**config.mk**
```make
export PLATFORM = sky130hd
export DESIGN_NAME = pcs_seq
export DESIGN_NICKNAME = d
export VERILOG_FILES = /design/src/core/pcs_pkg.sv /design/src/core/pcs_seq.sv
export SDC_FILE = /design/constraint.sdc
export NUM_CORES = 1
export LEC_CHECK = 0
export ABC_AREA = 1
export BUFFER_PORTS_ARGS = -buffer_cell sky130_fd_sc_hd__buf_2
export CAP_MARGIN = 5
export CORE_ASPECT_RATIO = 1.2
export CORE_UTILIZATION = 40
export CTS_CLUSTER_SIZE = 40
export DETAILED_ROUTE_END_ITERATION = 6
export PLACE_DENSITY = 0.61
export SYNTH_ARGS = -nofsm -noshare
export SYNTH_HDL_FRONTEND = slang
export SYNTH_SLANG_ARGS = --single-unit
```
**constraint.sdc**
```tcl
create_clock -name clk_i -period 10.79 [get_ports clk_i]
set_input_delay 2.158 -clock clk_i [delete_from_list [all_inputs] [get_ports clk_i]]
set_output_delay 2.158 -clock clk_i [all_outputs]
set_load 0.03 [all_outputs]
```
**src/core/pcs_pkg.sv**
```systemverilog
// pulse clean output sequencer: shared constants, register map and types
// assumes a 100 MHz clock and a classic wishbone master with 32-bit data
package pcs_pkg;
	localparam int CLK_NS      = 10;
	localparam int MS_NS       = 1000000;
	localparam int MS_CYCLES   = MS_NS / CLK_NS;
	localparam int OFF_UNIT_MS = 100;
	localparam int NOUT_MAX    = 10;
	localparam int ADR_W       = 8;

	localparam logic [ADR_W-1:0] CTRL_OFS   = 8'h00;
	localparam logic [ADR_W-1:0] NOUT_OFS   = 8'h04;
	localparam logic [ADR_W-1:0] ON_OFS     = 8'h08;
	localparam logic [ADR_W-1:0] OFF_OFS    = 8'h0c;
	localparam logic [ADR_W-1:0] STATUS_OFS = 8'h10;

	localparam int CTRL_MODE_BIT = 0;
	localparam int ST_PHASE_BIT  = 4;
	localparam int ST_PAUSE_BIT  = 5;
	localparam int ST_OUT_LSB    = 8;

	localparam logic [3:0]  NOUT_MIN  = 4'h2;
	localparam logic [3:0]  NOUT_TOP  = 4'ha;
	localparam logic [7:0]  ON_MIN    = 8'h14;
	localparam logic [7:0]  ON_TOP    = 8'hc8;
	localparam logic [9:0]  OFF_MIN   = 10'h00f;
	localparam logic [9:0]  OFF_TOP   = 10'h258;
	localparam logic [3:0]  NOUT_RST  = 4'ha;
	localparam logic [7:0]  ON_RST    = 8'h64;
	localparam logic [9:0]  OFF_RST   = 10'h064;

	typedef enum logic [0:0] {
		PH_OFF = 1'b0,
		PH_ON  = 1'b1
	} pcs_phase_t;

	typedef struct packed {
		logic             cyc;
		logic             stb;
		logic             we;
		logic [ADR_W-1:0] adr;
		logic [3:0]       sel;
		logic [31:0]      dat;
	} pcs_wb_req_t;

	typedef struct packed {
		logic        ack;
		logic [31:0] dat;
	} pcs_wb_rsp_t;

	typedef struct packed {
		pcs_phase_t    phase;
		logic [3:0]    idx;
		logic [15:0]   ms_cnt;
		logic [16:0]   pre_cnt;
		logic          mode;
		logic [3:0]    nout;
		logic [7:0]    on_ms;
		logic [9:0]    off_ds;
		logic [9:0]    sol;
		pcs_wb_rsp_t   rsp;
	} pcs_state_t;
endpackage

```
**src/core/pcs_seq.sv**
```systemverilog
// pulse clean output sequencer: fires solenoid outputs one at a time
// assumes the pressure switch input is already debounced and synchronous to clk_i
// assumes a classic wishbone master; a new setting acts on the running interval
// assumes TICK_CYCLES clocks make one millisecond
//
// The Wishbone slave port and the address map were left to the implementer.
`timescale 1ns/1ps
module pcs_seq
	import pcs_pkg::*;
#(
	parameter int TICK_CYCLES = MS_CYCLES
) (
	// clock and reset
	input  wire logic         clk_i,
	input  wire logic         rst_i,
	// register bus
	input  wire pcs_wb_req_t  wb_i,
	output pcs_wb_rsp_t       wb_o,
	// field side
	input  wire logic         press_closed_i,
	output logic [NOUT_MAX-1:0] sol_o,
	output logic [NOUT_MAX-1:0] led_o
);
	pcs_state_t s_reg;
	pcs_state_t s_next;

	function automatic logic [15:0] lane_merge(input logic [15:0] old_v,
			input logic [31:0] wd, input logic [3:0] sel);
		logic [15:0] r;
		r = old_v;
		if (sel[0]) begin
			r[7:0] = wd[7:0];
		end
		if (sel[1]) begin
			r[15:8] = wd[15:8];
		end
		return r;
	endfunction

	logic        tick;
	logic        run_ok;
	logic [15:0] off_ms;
	logic [15:0] on_lim;
	logic [15:0] wv;
	logic        acc;
	logic [31:0] rd;
	logic [31:0] status_w;

	// register write strobes, true only on the edge that sees ack high, so
	// a write lands once per ack, and again every second clock while the master holds the request
	logic        wr_any;
	logic        wr_ctrl;
	logic        wr_nout;
	logic        wr_on;
	logic        wr_off;

	// sequencer helpers, all worked out from the registered state
	logic                off_done;
	logic                on_done;
	logic                last_out;
	logic [3:0]          fire_idx;
	logic [3:0]          idx_after;
	logic [15:0]         ms_inc;
	logic [16:0]         pre_inc;
	logic [NOUT_MAX-1:0] fire_vec;
	logic [NOUT_MAX-1:0] en_vec;

	assign wr_any  = wb_i.cyc & wb_i.stb & wb_i.we & s_reg.rsp.ack;
	assign wr_ctrl = wr_any & (wb_i.adr == CTRL_OFS);
	assign wr_nout = wr_any & (wb_i.adr == NOUT_OFS);
	assign wr_on   = wr_any & (wb_i.adr == ON_OFS);
	assign wr_off  = wr_any & (wb_i.adr == OFF_OFS);

	// a setting lowered below the waiting index must not fire a skipped output
	assign fire_idx  = (s_reg.idx >= s_reg.nout) ? 4'h0 : s_reg.idx;

	// wrap after the highest selected output; this also catches a setting
	// lowered while a pulse runs
	assign last_out  = (s_reg.idx >= s_reg.nout - 4'h1);
	assign idx_after = last_out ? 4'h0 : s_reg.idx + 4'h1;

	assign ms_inc  = s_reg.ms_cnt + 16'h0001;
	assign pre_inc = s_reg.pre_cnt + 17'h00001;

	// one decoder bit per output; only the waiting index can be high, and
	// only outputs up to the setting are enabled, so two valves never open
	genvar g;
	generate
		for (g = 0; g < NOUT_MAX; g = g + 1) begin : g_dec
			assign fire_vec[g] = (fire_idx == 4'(g));
			assign en_vec[g]   = (4'(g) < s_reg.nout);
		end
	endgenerate

	// status word: waiting or active index, phase, pause flag and the drives;
	// the pause flag is rebuilt here so it does not loop through the main block
	always_comb begin
		status_w                         = 32'h0000_0000;
		status_w[3:0]                    = s_reg.idx;
		status_w[ST_PHASE_BIT]           = s_reg.phase;
		status_w[ST_PAUSE_BIT]           = s_reg.mode & ~press_closed_i;
		status_w[ST_OUT_LSB +: NOUT_MAX] = s_reg.sol;
	end

	always_comb begin
		tick     = (s_reg.pre_cnt == 17'(TICK_CYCLES - 1));
		// continuous mode ignores the switch entirely
		run_ok   = ~s_reg.mode | press_closed_i;
		// widened before the product: 600 tenths times 100 needs 16 bits
		off_ms   = 16'(s_reg.off_ds) * 16'(OFF_UNIT_MS);
		on_lim   = {8'h00, s_reg.on_ms};
		off_done = (ms_inc >= off_ms);
		on_done  = (ms_inc >= on_lim);
		acc      = wb_i.cyc & wb_i.stb;
		wv       = 16'h0000;
		rd       = 32'h0000_0000;

		case (wb_i.adr)
			CTRL_OFS: begin
				rd[CTRL_MODE_BIT] = s_reg.mode;
			end

			NOUT_OFS: begin
				rd[3:0] = s_reg.nout;
			end

			ON_OFS: begin
				rd[7:0] = s_reg.on_ms;
			end

			OFF_OFS: begin
				rd[9:0] = s_reg.off_ds;
			end

			STATUS_OFS: begin
				rd = status_w;
			end

			default: begin
				rd = 32'h0000_0000;
			end
		endcase

		s_next = s_reg;

		// bus: ack one cycle after the request, write lands at the ack edge
		s_next.rsp.ack = acc & ~s_reg.rsp.ack;
		if (acc & ~s_reg.rsp.ack) begin
			s_next.rsp.dat = rd;
		end

		// out-of-range settings are clamped, never stored raw, so a stray write
		// cannot leave the sequencer on a zero or runaway interval
		if (wr_ctrl) begin
			if (wb_i.sel[0]) begin
				s_next.mode = wb_i.dat[CTRL_MODE_BIT];
			end
		end

		if (wr_nout) begin
			wv = lane_merge({12'h000, s_reg.nout}, wb_i.dat, wb_i.sel);
			if (wv < {12'h000, NOUT_MIN}) begin
				s_next.nout = NOUT_MIN;
			end else if (wv > {12'h000, NOUT_TOP}) begin
				s_next.nout = NOUT_TOP;
			end else begin
				s_next.nout = wv[3:0];
			end
		end

		if (wr_on) begin
			wv = lane_merge({8'h00, s_reg.on_ms}, wb_i.dat, wb_i.sel);
			if (wv < {8'h00, ON_MIN}) begin
				s_next.on_ms = ON_MIN;
			end else if (wv > {8'h00, ON_TOP}) begin
				s_next.on_ms = ON_TOP;
			end else begin
				s_next.on_ms = wv[7:0];
			end
		end

		if (wr_off) begin
			wv = lane_merge({6'h00, s_reg.off_ds}, wb_i.dat, wb_i.sel);
			if (wv < {6'h00, OFF_MIN}) begin
				s_next.off_ds = OFF_MIN;
			end else if (wv > {6'h00, OFF_TOP}) begin
				s_next.off_ds = OFF_TOP;
			end else begin
				s_next.off_ds = wv[9:0];
			end
		end

		// sequencer
		case (s_reg.phase)
			PH_OFF: begin
				// a pause freezes both prescaler and interval count, so the
				// remaining OFF time is kept rather than started again
				if (run_ok) begin
					s_next.pre_cnt = tick ? 17'h00000 : pre_inc;
					if (tick) begin
						if (off_done) begin
							s_next.phase  = PH_ON;
							s_next.ms_cnt = 16'h0000;
							s_next.idx    = fire_idx;
							s_next.sol    = fire_vec & en_vec;
						end else begin
							s_next.ms_cnt = ms_inc;
						end
					end else begin
						s_next.ms_cnt = s_reg.ms_cnt;
					end
				end else begin
					// paused: nothing counts and no output may start
					s_next.pre_cnt = s_reg.pre_cnt;
					s_next.ms_cnt  = s_reg.ms_cnt;
					s_next.sol     = '0;
				end
			end

			PH_ON: begin
				// a pulse in progress runs its full ON time even if the switch
				// opens; a cut pulse would leave the bag half cleaned
				s_next.pre_cnt = tick ? 17'h00000 : pre_inc;
				if (tick) begin
					if (on_done) begin
						s_next.phase  = PH_OFF;
						s_next.ms_cnt = 16'h0000;
						s_next.sol    = '0;
						// next output is kept, so a resume picks up after it
						s_next.idx    = idx_after;
					end else begin
						s_next.ms_cnt = ms_inc;
					end
				end else begin
					s_next.ms_cnt = s_reg.ms_cnt;
				end
			end

			default: begin
				s_next.phase = PH_OFF;
				s_next.sol   = '0;
			end
		endcase
	end

	always_ff @(posedge clk_i) begin
		if (rst_i) begin
			s_reg.phase   <= PH_OFF;
			s_reg.idx     <= 4'h0;
			s_reg.ms_cnt  <= 16'h0000;
			s_reg.pre_cnt <= 17'h00000;
			s_reg.mode    <= 1'b0;
			s_reg.nout    <= NOUT_RST;
			s_reg.on_ms   <= ON_RST;
			s_reg.off_ds  <= OFF_RST;
			s_reg.sol     <= '0;
			s_reg.rsp     <= '0;
		end else begin
			s_reg <= s_next;
		end
	end

	assign wb_o = s_reg.rsp;

	// each drive and its lamp come from one state bit, so a lamp can never
	// show a valve other than the one being pulsed
	generate
		for (g = 0; g < NOUT_MAX; g = g + 1) begin : g_out
			assign sol_o[g] = s_reg.sol[g];
			assign led_o[g] = s_reg.sol[g];
		end
	endgenerate
endmodule // pcs_seq

```
==> results of run 1 <==
[stage by stage]
step                      util [%]  hold slack (ns)  worst slack (ns)
after floorplan                  -            0.445              6.63
after global placement        42.3            0.452              5.97
after detailed placement      42.3            0.455              5.95
after CTS                     44.0            0.467              5.98
after global routing          44.0            0.476              5.53
final                         44.0            0.463              5.99
[cells by family (layout without fill, tap and decap cells)]
kind of cell	count (synthesis)	in the layout	synth area share (%)
and+or+nand+nor	430	430	27.4
buffers and inverters	235	251	15.8
AOI/OAI and AO/OA	185	185	14.3
DFF	90	90	25.8
adders and majority gates	74	74	13.8
xor gates and xnor gates	23	23	2.88
other	1	14	0.0537
[path summary, 6_finish.rpt]
check                               start  endpoint  slack (ns)
worst min-delay path              wb_o[6]   wb_o[6]        0.46
worst max register to register  s_reg[48]  led_o[0]        5.99
worst min register to register    wb_o[6]   wb_o[6]        0.46
worst max-delay path            s_reg[48]  led_o[0]        5.99
[tightest hold or removal path: stages (launching register included)]
cell and delay [ns]:
dfxtp_1 0.31, nand2_1 0.06, a21oi_1 0.05
[layer usage]
metal  up-vias  global-route usage, %
li1       3368                      -
met1      2937                   26.0
met2       149                   32.1
met3        25                   3.57
met4         0                   7.56
met5         -                      0
[power breakdown]
part / switching, W / total, W / leakage (nW) / internal (W)
sequential: 0.00000612 / 0.000345 / 0.728 / 0.000339
combinational: 0.0000669 / 0.0000912 / 2.77 / 0.0000243
clock: 0.000160 / 0.000323 / 0.145 / 0.000163
total: 0.000233 / 0.000759 / 3.64 / 0.000526
[final cells by class]
| class | instances | area, um^2 | share of cell area, % |
|---|---|---|---|
| multi-input cells | 726 | 4130 | 55.3 |
| flip-flops and latches | 90 | 1800 | 24.1 |
| inverters | 163 | 612 | 8.19 |
| repair buffers | 72 | 365 | 4.89 |
| well taps | 216 | 270 | 3.62 |
| clock buffers | 9 | 225 | 3.02 |
| clock inverters | 7 | 66.3 | 0.888 |
[cell usage in the layout (no fill, tap or decap), types with 4 or more instances in the layout]
cell	n
clkbuf_16	9
nor4_1	5
a21oi_1	79
nand4_1	24
o211ai_1	7
xnor2_1	7
fa_1	5
inv_1	161
dfxtp_1	90
xor2_1	16
nor2_1	102
nor3_1	21
nand3_1	55
conb_1	14
o21a_1	5
nand2_1	197
o22ai_1	10
o21ai_0	70
a31oi_1	4
buf_2	70
nor2_2	6
ha_1	69
==> flow_metrics.tcl, run 1 <==
set metrics [dict create \
    status "finished, final reports clean" \
    fin_crit_ns 4.80 \
    die_w_um 123 \
    fin_skew_ns 0.00890 \
    setup_viol_count_final 0 \
    wl_per_cell_um 13.6 \
    min_period_over_period_pct 44.4 \
    post_cts_resized 0 \
    met1_length_um 8300 \
    post_cts_buffers 0 \
    r2r_cells 26 \
    cp.arrival_ns 5.05 \
    finalMaxSlewViolations 0 \
    synth_cells 1038 \
    cts-root-buf "clkbuf_16" \
    cp.depth 26 \
    gr-usage-all-layers_pct 19.9 \
    viasPerCell 5.05 \
    post_dp_cell_area_um2 7180 \
    largest_reg_flops 53 \
    avgSynthCellArea_um2 6.73 \
    antenna_found_initial 0 \
    fin_nets 1186 \
    power_w 0.000759 \
    vias 6479 \
    required_ns 11.05 \
    crit_path_max_incr_delay_ns 0.50 \
    dieArea_um2 18000 \
    dp_hpwl_um 13400 \
    finalHoldViolations 0 \
    criticalPathCategory "reg2reg" \
    critPathBufInv 3 \
    boundaryPins 103 \
    htreeDepth 3 \
    yosysTopAreaCell "dfxtp_1" \
    yosys-top-cells-count "nand2_1, inv_1, nor2_1" \
    ant_nets 0 \
    gp_congestion 0.924 \
    powerDensity_nw_per_um2 102 \
    cts.reportedPaths.clkPinSlew_ns 0.07 \
    path_max_fanout 14 \
    crit_top_cell "nand2_1" \
    dp.cells 1267 \
    cts_buffers 9 \
    seq_area_frac_synth_pct 25.8 \
    drive_gt1_share_pct 10.3 \
    drt_pass1_iterations 5 \
    syn_area_um2 6990 \
    min_path_type "reg2reg" \
    grt_pass1_wl_um 28500 \
    diodes 0 \
    highest_layer "met4" \
    grt_max_degree 39 \
    clk_latency_ns 0.36 \
    synth.top_cell.area_share_pct 25.8 \
    irDropWorstVdd_mv 0.0746 \
    worstMarginPinSlew_ns 1.14 \
    design_area_um2 7470 \
    synth_edf_count 0 \
    grt_overflow 0 \
    fp-row-count 52 \
    io_buffers 70 \
    drt_iter0_markers 430 \
    synthFlopType "dfxtp_1" \
    wl_met3_um 639 \
    worst_path_max_delay_cell "fa_1" \
    synth_area_leaders "dfxtp_1, ha_1, nand2_1" \
    ys_warn_count 0 \
    cap_violations 0 \
    synth-async-reset-ratio_pct 0 \
    wl_um 17400 \
    syn2layout_area_growth_pct 6.91 \
    num-fill-cells 1792 \
    startpoint_type "flop" \
    path_delay_family "adder cells" \
    relSlewSlack_pct 23.4 \
    cts_buffer_depth 2 \
    cts_tree "built" \
    wl_met2_um 8040 \
    setup_tns_ns 0 \
    grt_pass1_vias 5912 \
    hold_path_depth 2 \
    yosys_register_bits 90 \
    ctsHoldBuffers 0 \
    cts.sinks 90 \
    crit_path_end_kind "flop" \
    core_um2 17000 \
    rsz0062_at_grt "no" \
    synth_most_common_cell "nand2_1" \
    p_leak_nw 3.64 \
    yosysUniqueCellTypes 46 \
    drc 0 \
    max_freq_ghz 0.209 \
    die_y_um 147 \
    start_util_pct 41.1 \
    layoutNonFillerInstCount 1283 \
]
Power figures use the tool's default switching activity.
==> run 2: changes to the inputs <==
--- a/config.mk
+++ b/config.mk
@@ -5,14 +5,14 @@
 export SDC_FILE = /design/constraint.sdc
 export NUM_CORES = 1
 export LEC_CHECK = 0
-export ABC_AREA = 1
+export ABC_AREA = 0
 export BUFFER_PORTS_ARGS = -buffer_cell sky130_fd_sc_hd__buf_2
 export CAP_MARGIN = 5
 export CORE_ASPECT_RATIO = 1.2
 export CORE_UTILIZATION = 40
 export CTS_CLUSTER_SIZE = 40
 export DETAILED_ROUTE_END_ITERATION = 6
-export PLACE_DENSITY = 0.61
+export PLACE_DENSITY = 0.62
 export SYNTH_ARGS = -nofsm -noshare
 export SYNTH_HDL_FRONTEND = slang
 export SYNTH_SLANG_ARGS = --single-unit
==> constraint.sdc (replaced) <==
create_clock -name clk_i -period 4.97 [get_ports clk_i]
set_input_delay 0.994 -clock clk_i [delete_from_list [all_inputs] [get_ports clk_i]]
set_output_delay 0.994 -clock clk_i [all_outputs]
set_load 0.03 [all_outputs]
==> run 2 against run 1 <==
Against the previous run:
- design area shrank 0.28%
- non-clock buffer count grew 23
- die area shrank 4.2%
- sequential power grew 110%
- via count shrank 11%
- clock skew grew 0.00088 ns
- sequential share of layout area grew 0.10 points
- power grew 110%
- hold slack lost 0.012 ns
- register-to-register slack lost 5.8 ns
- critical path type unchanged
- critical endpoint is now led_o[4]
- highest routed layer unchanged
==> flow_metrics.tcl, run 2 <==
set metrics [dict create \
    fin_crit_ns 4.81 \
    path_max_fanout 4 \
    vias 5748 \
    startpoint_type "flop" \
    p_leak_nw 3.24 \
    boundaryPins 103 \
    setup_ws_ns 0.157 \
    yosysUniqueCellTypes 71 \
    clk_latency_ns 0.35 \
    grt_pass1_wl_um 25900 \
    synthFlopType "dfxtp_1" \
    cts.sinks 90 \
    criticalPathCategory "reg2reg" \
    cts_buffers 9 \
    synth_area_leaders "dfxtp_1, ha_1, buf_4" \
    syn_area_um2 6690 \
    wl_um 16000 \
    cap_violations 0 \
    start_util_pct 41.1 \
    irDropWorstVdd_mv 0.152 \
    min_path_type "reg2reg" \
    cts.reportedPaths.clkPinSlew_ns 0.07 \
    die_w_um 120 \
    dp_slack_ns 0.00649 \
    finalHoldViolations 0 \
    diodes 0 \
    synth-xor-area-share_pct 4.71 \
    final_cell_mix "dfxtp_1, buf_2, ha_1" \
    htreeDepth 3 \
    core_um2 16300 \
    drt_iter0_markers 374 \
    cts-root-buf "clkbuf_16" \
    antenna_found_initial 0 \
    grt_pass1_vias 5230 \
    cp.arrival_ns 5.10 \
    ant_nets 0 \
    ys_warn_count 0 \
    finalMaxSlewViolations 0 \
    gr-usage-all-layers_pct 18.7 \
    synth-simple-area-share_pct 20.2 \
    synth_mux_area_share_pct 2.86 \
    syn2layout_area_growth_pct 11.3 \
    seq_area_frac_synth_pct 26.9 \
    synth.top_cell.area_share_pct 26.9 \
    required_ns 5.26 \
    synth_most_common_cell "dfxtp_1" \
    fp-row-count 51 \
    crit_path_end_kind "flop" \
    drive_gt1_share_pct 17.1 \
    avgSynthCellArea_um2 8.28 \
    synth_edf_count 0 \
    cts_buffer_depth 2 \
    worstMarginPinSlew_ns 1.17 \
    synth_compound_area_share_pct 19.6 \
    synth_fa_ha_area_share_pct 14.4 \
    synth_cells 808 \
    gp_congestion 0.853 \
    final_common_cell "dfxtp_1" \
    num-fill-cells 1642 \
    r2r_cells 20 \
    fin_skew_ns 0.00977 \
    largest_reg_flops 53 \
    final_util_pct 45.8 \
    fin_nets 965 \
    drc 0 \
    powerDensity_nw_per_um2 209 \
    wl_per_cell_um 15.1 \
    status "finished, final reports clean" \
    cts_tree "built" \
    yosysTopAreaCell "dfxtp_1" \
    synth_top_family_by_area "simple AND/OR/NAND/NOR gates" \
    min_period_over_period_pct 96.8 \
    grt_max_degree 42 \
    yosys-top-cells-count "dfxtp_1, ha_1, nor2_1" \
    max_freq_ghz 0.208 \
    relSlewSlack_pct 21.6 \
    hold_path_depth 2 \
    yosys_register_bits 90 \
    dp_hpwl_um 12100 \
    io_buffers 70 \
    drt_pass1_iterations 4 \
    synth-async-reset-ratio_pct 0 \
    grt_overflow 0 \
    setup_viol_count_final 0 \
    viasPerCell 5.43 \
    dieArea_um2 17200 \
    die_y_um 144 \
]
-- run 2: worst max-delay path, cell delays in order (launching register included) --
cell	delay, ns
dfxtp_2	0.34
ha_1	0.30
ha_1	0.31
fa_1	0.54
ha_4	0.23
a21oi_4	0.16
o21ai_2	0.08
a21oi_4	0.14
o21ai_2	0.09
nor4_2	0.27
nor3_1	0.09
buf_4	0.15
ha_1	0.27
nand4_1	0.12
a2111oi_2	0.41
o41ai_2	0.19
a31oi_2	0.25
nand4_1	0.27
nor3b_2	0.26
buf_4	0.15
a32o_1	0.15
-- run 2: what timing repair did --
| action | in CTS | in global routing |
|---|---|---|
| pin swaps | 0 | 16 |
| setup endpoints to repair | 5 | 17 |
| hold buffers | 0 | 0 |
| resized for setup | 1 | 25 |
| setup buffers | 0 | 5 |
-- run 2: routing by layer --
metal  vias up  global-route usage [%]  wire (um)
met5         -                       0          0
met1      2688                    22.6       7140
met3        21                    2.30        563
met4         0                    5.07        208
li1       2922                       -          -
met2       117                    34.5       8060
-- run 2: cell families (layout without fill, tap and decap cells) --
kind of cell,after synthesis,after routing
simple gates,264,264
compound gates,184,184
buf+inv,140,165
flops,90,90
fa+ha+maj,74,74
xor+xnor,36,36
mux,19,19
other cells,1,14
-- run 2: stage by stage --
stage | power [W] | cell area [um^2] | instances | TNS (ns) | hold slack [ns]
2_1_floorplan | 0.000832 | 6740 | 821 | 0 | 0.432
3_3_place_gp | 0.000853 | 6960 | 1037 | 0 | 0.436
3_5_place_dp | 0.000854 | 6960 | 1037 | 0 | 0.444
4_1_cts | 0.00157 | 7270 | 1053 | 0 | 0.454
5_1_grt | 0.00161 | 7450 | 1058 | -0.166 | 0.471
6_report | 0.00156 | 7450 | 1058 | 0 | 0.450
-- run 2: cell type report --
class | instances | area [um^2] | area share, %
clock buffer | 9 | 225 | 3.02
sequential | 90 | 1800 | 24.2
inverter | 54 | 203 | 2.72
multi-input combinational | 591 | 4330 | 58.1
tap | 212 | 265 | 3.56
timing repair buffer | 95 | 538 | 7.22
clock inverter | 7 | 85.1 | 1.14
-- run 2: worst paths after layout --
kind,startpoint,end,slack (ns)
max,s_reg[46],led_o[4],0.16
min,wb_o[11],wb_o[11],0.45
max reg2reg,s_reg[46],led_o[4],0.16
min reg2reg,wb_o[11],wb_o[11],0.45
-- run 2: report_power, final --
group | switching, W | internal [W]
Clock | 0.000320 | 0.000401
Sequential | 0.00000368 | 0.000725
Combinational | 0.0000762 | 0.0000320
Total | 0.000400 | 0.00116
==> run 3: changes to the inputs <==
--- a/config.mk
+++ b/config.mk
@@ -9,10 +9,10 @@
 export BUFFER_PORTS_ARGS = -buffer_cell sky130_fd_sc_hd__buf_2
 export CAP_MARGIN = 5
 export CORE_ASPECT_RATIO = 1.2
+export CORE_MARGIN = 2
 export CORE_UTILIZATION = 40
 export CTS_CLUSTER_SIZE = 40
 export DETAILED_ROUTE_END_ITERATION = 6
-export PLACE_DENSITY = 0.62
 export SYNTH_ARGS = -nofsm -noshare
 export SYNTH_HDL_FRONTEND = slang
 export SYNTH_SLANG_ARGS = --single-unit
==> constraint.sdc (replaced) <==
create_clock -name clk_i -period 5.1 [get_ports clk_i]
set_input_delay 1.02 -clock clk_i [delete_from_list [all_inputs] [get_ports clk_i]]
set_output_delay 1.02 -clock clk_i [all_outputs]
set_load 0.03 [all_outputs]
==> run 3 against run 2 <==
Against the previous run:
- register-to-register slack better by 0.12 ns
- via count down 0.40%
- combinational power about the same
- sequential power down 3%
- largest cell class unchanged
- largest power group unchanged
- highest routed layer unchanged
==> flow_metrics.tcl, run 3 (synthesis gave the netlist of run 2 again) <==
set metrics [dict create \
    status "finished, final reports clean" \
    multiInputGateArea_um2 4300 \
    ant_nets 0 \
    reg2reg_slack_ns 0.27 \
    fin_crit_ns 4.83 \
    internal_power_w 0.00109 \
    area.sequential_um2 1800 \
    r2r_cells 21 \
    gr-usage-all-layers_pct 18.2 \
    cp.arrival_ns 5.12 \
    fin_skew_ns 0.0170 \
    min_period_over_period_pct 94.6 \
    cts_buffer_depth 2 \
    die_y_um 146 \
    power.share.clock_pct 45.3 \
    cts_tree "built" \
    fp-row-count 51 \
    cts_buffers 9 \
    cap_violations 0 \
    seqPwrFrac_pct 47.7 \
    clk_latency_ns 0.35 \
    num-fill-cells 1656 \
    drive_gt1_share_pct 16.4 \
    core_um2 16300 \
    largest_reg_flops 53 \
    finalMaxSlewViolations 0 \
    path_delay_family "adder cells" \
    viasPerCell 5.43 \
    dp_slack_ns 0.0654 \
    htreeDepth 3 \
    cts.reportedPaths.clkPinSlew_ns 0.07 \
    min_path_type "reg2reg" \
    drt_pass1_iterations 4 \
    required_ns 5.39 \
    grt_max_degree 42 \
    grt_pass1_vias 5342 \
    cts-root-buf "clkbuf_16" \
    startpoint_type "flop" \
    hold_end "wb_o[12]" \
    cts.sinks 90 \
    grt_overflow 0 \
    gp_congestion 0.863 \
    max_freq_ghz 0.207 \
    reg2reg_from "s_reg[46]" \
    power_w 0.00149 \
    wl_per_cell_um 15.2 \
    drt_iter0_markers 340 \
    fin_nets 962 \
    antenna_found_initial 0 \
    hold_start "wb_o[12]" \
    start_util_pct 41.0 \
    wl_um 16000 \
    finalHoldViolations 0 \
    final_util_pct 45.3 \
    final_cell_mix "dfxtp_1, buf_2, ha_1" \
    drc 0 \
    r2r_end "led_o[4]" \
    hold_slack_ns 0.449 \
    grt_pass1_wl_um 26400 \
    die_w_um 122 \
    vias 5725 \
    boundaryPins 103 \
    syn2layout_area_growth_pct 10.6 \
    power_frac_comb_pct 7.0 \
    irDropWorstVdd_mv 0.160 \
    p_switching_w 0.000402 \
    worstMarginPinSlew_ns 1.17 \
    dp_hpwl_um 12200 \
    setup_viol_count_final 0 \
    final_common_cell "dfxtp_1" \
    powerDensity_nw_per_um2 201 \
    crit_path_end_kind "flop" \
    relSlewSlack_pct 21.8 \
    hold_path_depth 2 \
    crit_chain "ha_1 > ha_1 > fa_1 > ha_4 > a21oi_2 > o21ai_1 > a21oi_2 > o21ai_2 > nor4_2 > nor3_1 > buf_4 > ha_1 > nand4_1 > a2111oi_4 > o41ai_4 > a31oi_1 > buf_4 > nand4_1 > nor3b_2 > buf_4 > a32o_1" \
    dieArea_um2 17800 \
    worst_path_max_delay_cell "fa_1" \
    crit_path_max_incr_delay_ns 0.54 \
    critPathBufInv 3 \
    setup_ws_ns 0.274 \
    io_buffers 70 \
    ctsHoldBuffers 0 \
    criticalPathCategory "reg2reg" \
    path_max_fanout 4 \
    diodes 0 \
    switching_share_pct 27.0 \
    p_leak_nw 3.23 \
]
## run 3: cell count changes in the layout (fill, tap and decap cells not counted), sizes merged
| cell | change |
|---|---|
| clkinv | +3 |
| clkinvlp | -1 |
| buf | -3 |
| bufinv | -1 |
| inv | -1 |
## run 3: cell type report
class                           instances  share of cell area (%)
Multi-Input combinational cell        591                    58.1
Sequential cell                        90                    24.4
Timing Repair Buffer                   92                    6.97
Tap cell                              212                    3.58
Clock buffer                            9                    3.04
Inverter                               54                    2.74
Clock inverter                          7                    1.17
## run 3: through the flow
stage / instance area (um^2) / setup TNS [ns] / cells
CTS: 7250 / 0 / 1050
global placement: 6940 / 0 / 1034
floorplan: 6740 / 0 / 821
detailed placement: 6940 / 0 / 1034
global route: 7400 / -0.00936 / 1055
finish: 7400 / 0 / 1055
## run 3: routing by layer
| metal | global-route usage, % | routed length [um] | share of wire, % |
|---|---|---|---|
| met5 | 0 | 0 | 0 |
| met3 | 2.16 | 596 | 3.7 |
| met4 | 5.57 | 289 | 1.8 |
| met2 | 32.2 | 7960 | 50 |
| met1 | 22.9 | 7190 | 45 |
## run 3: worst max path at each step
stage	from	endpoint	slack [ns]	cells past startpoint
final	s_reg[46]	led_o[4]	0.27	21
after detailed placement	s_reg[46]	led_o[4]	0.07	20
after CTS	s_reg[46]	led_o[4]	0.02	22
after global routing	s_reg[51]	led_o[4]	-0.009	21
after floorplan	s_reg[46]	led_o[4]	0.50	19
after global placement	s_reg[46]	led_o[4]	0.14	22
## run 3: worst reg2reg max path, delay by kind of cell (launching register included)
family,cells,cell delay (ns)
compound gates,8,1.42
fa+ha+maj,5,1.64
buf+inv,3,0.44
flops,1,0.34
simple gates,5,0.96
## run 3: what timing repair did
item	4_1_cts	5_1_grt
setup endpoints to repair	0	31
buffers inserted	0	5
resized for setup	0	21
## run 3: power by group through the flow
stage	Clock, W	Sequential (W)	Combinational [W]
2_1_floorplan	0	0.000726	0.0000843
3_3_place_gp	0	0.000727	0.000104
3_5_place_dp	0	0.000727	0.000104
4_1_cts	0.000690	0.000710	0.000104
5_1_grt	0.000716	0.000711	0.000116
6_report	0.000674	0.000710	0.000105
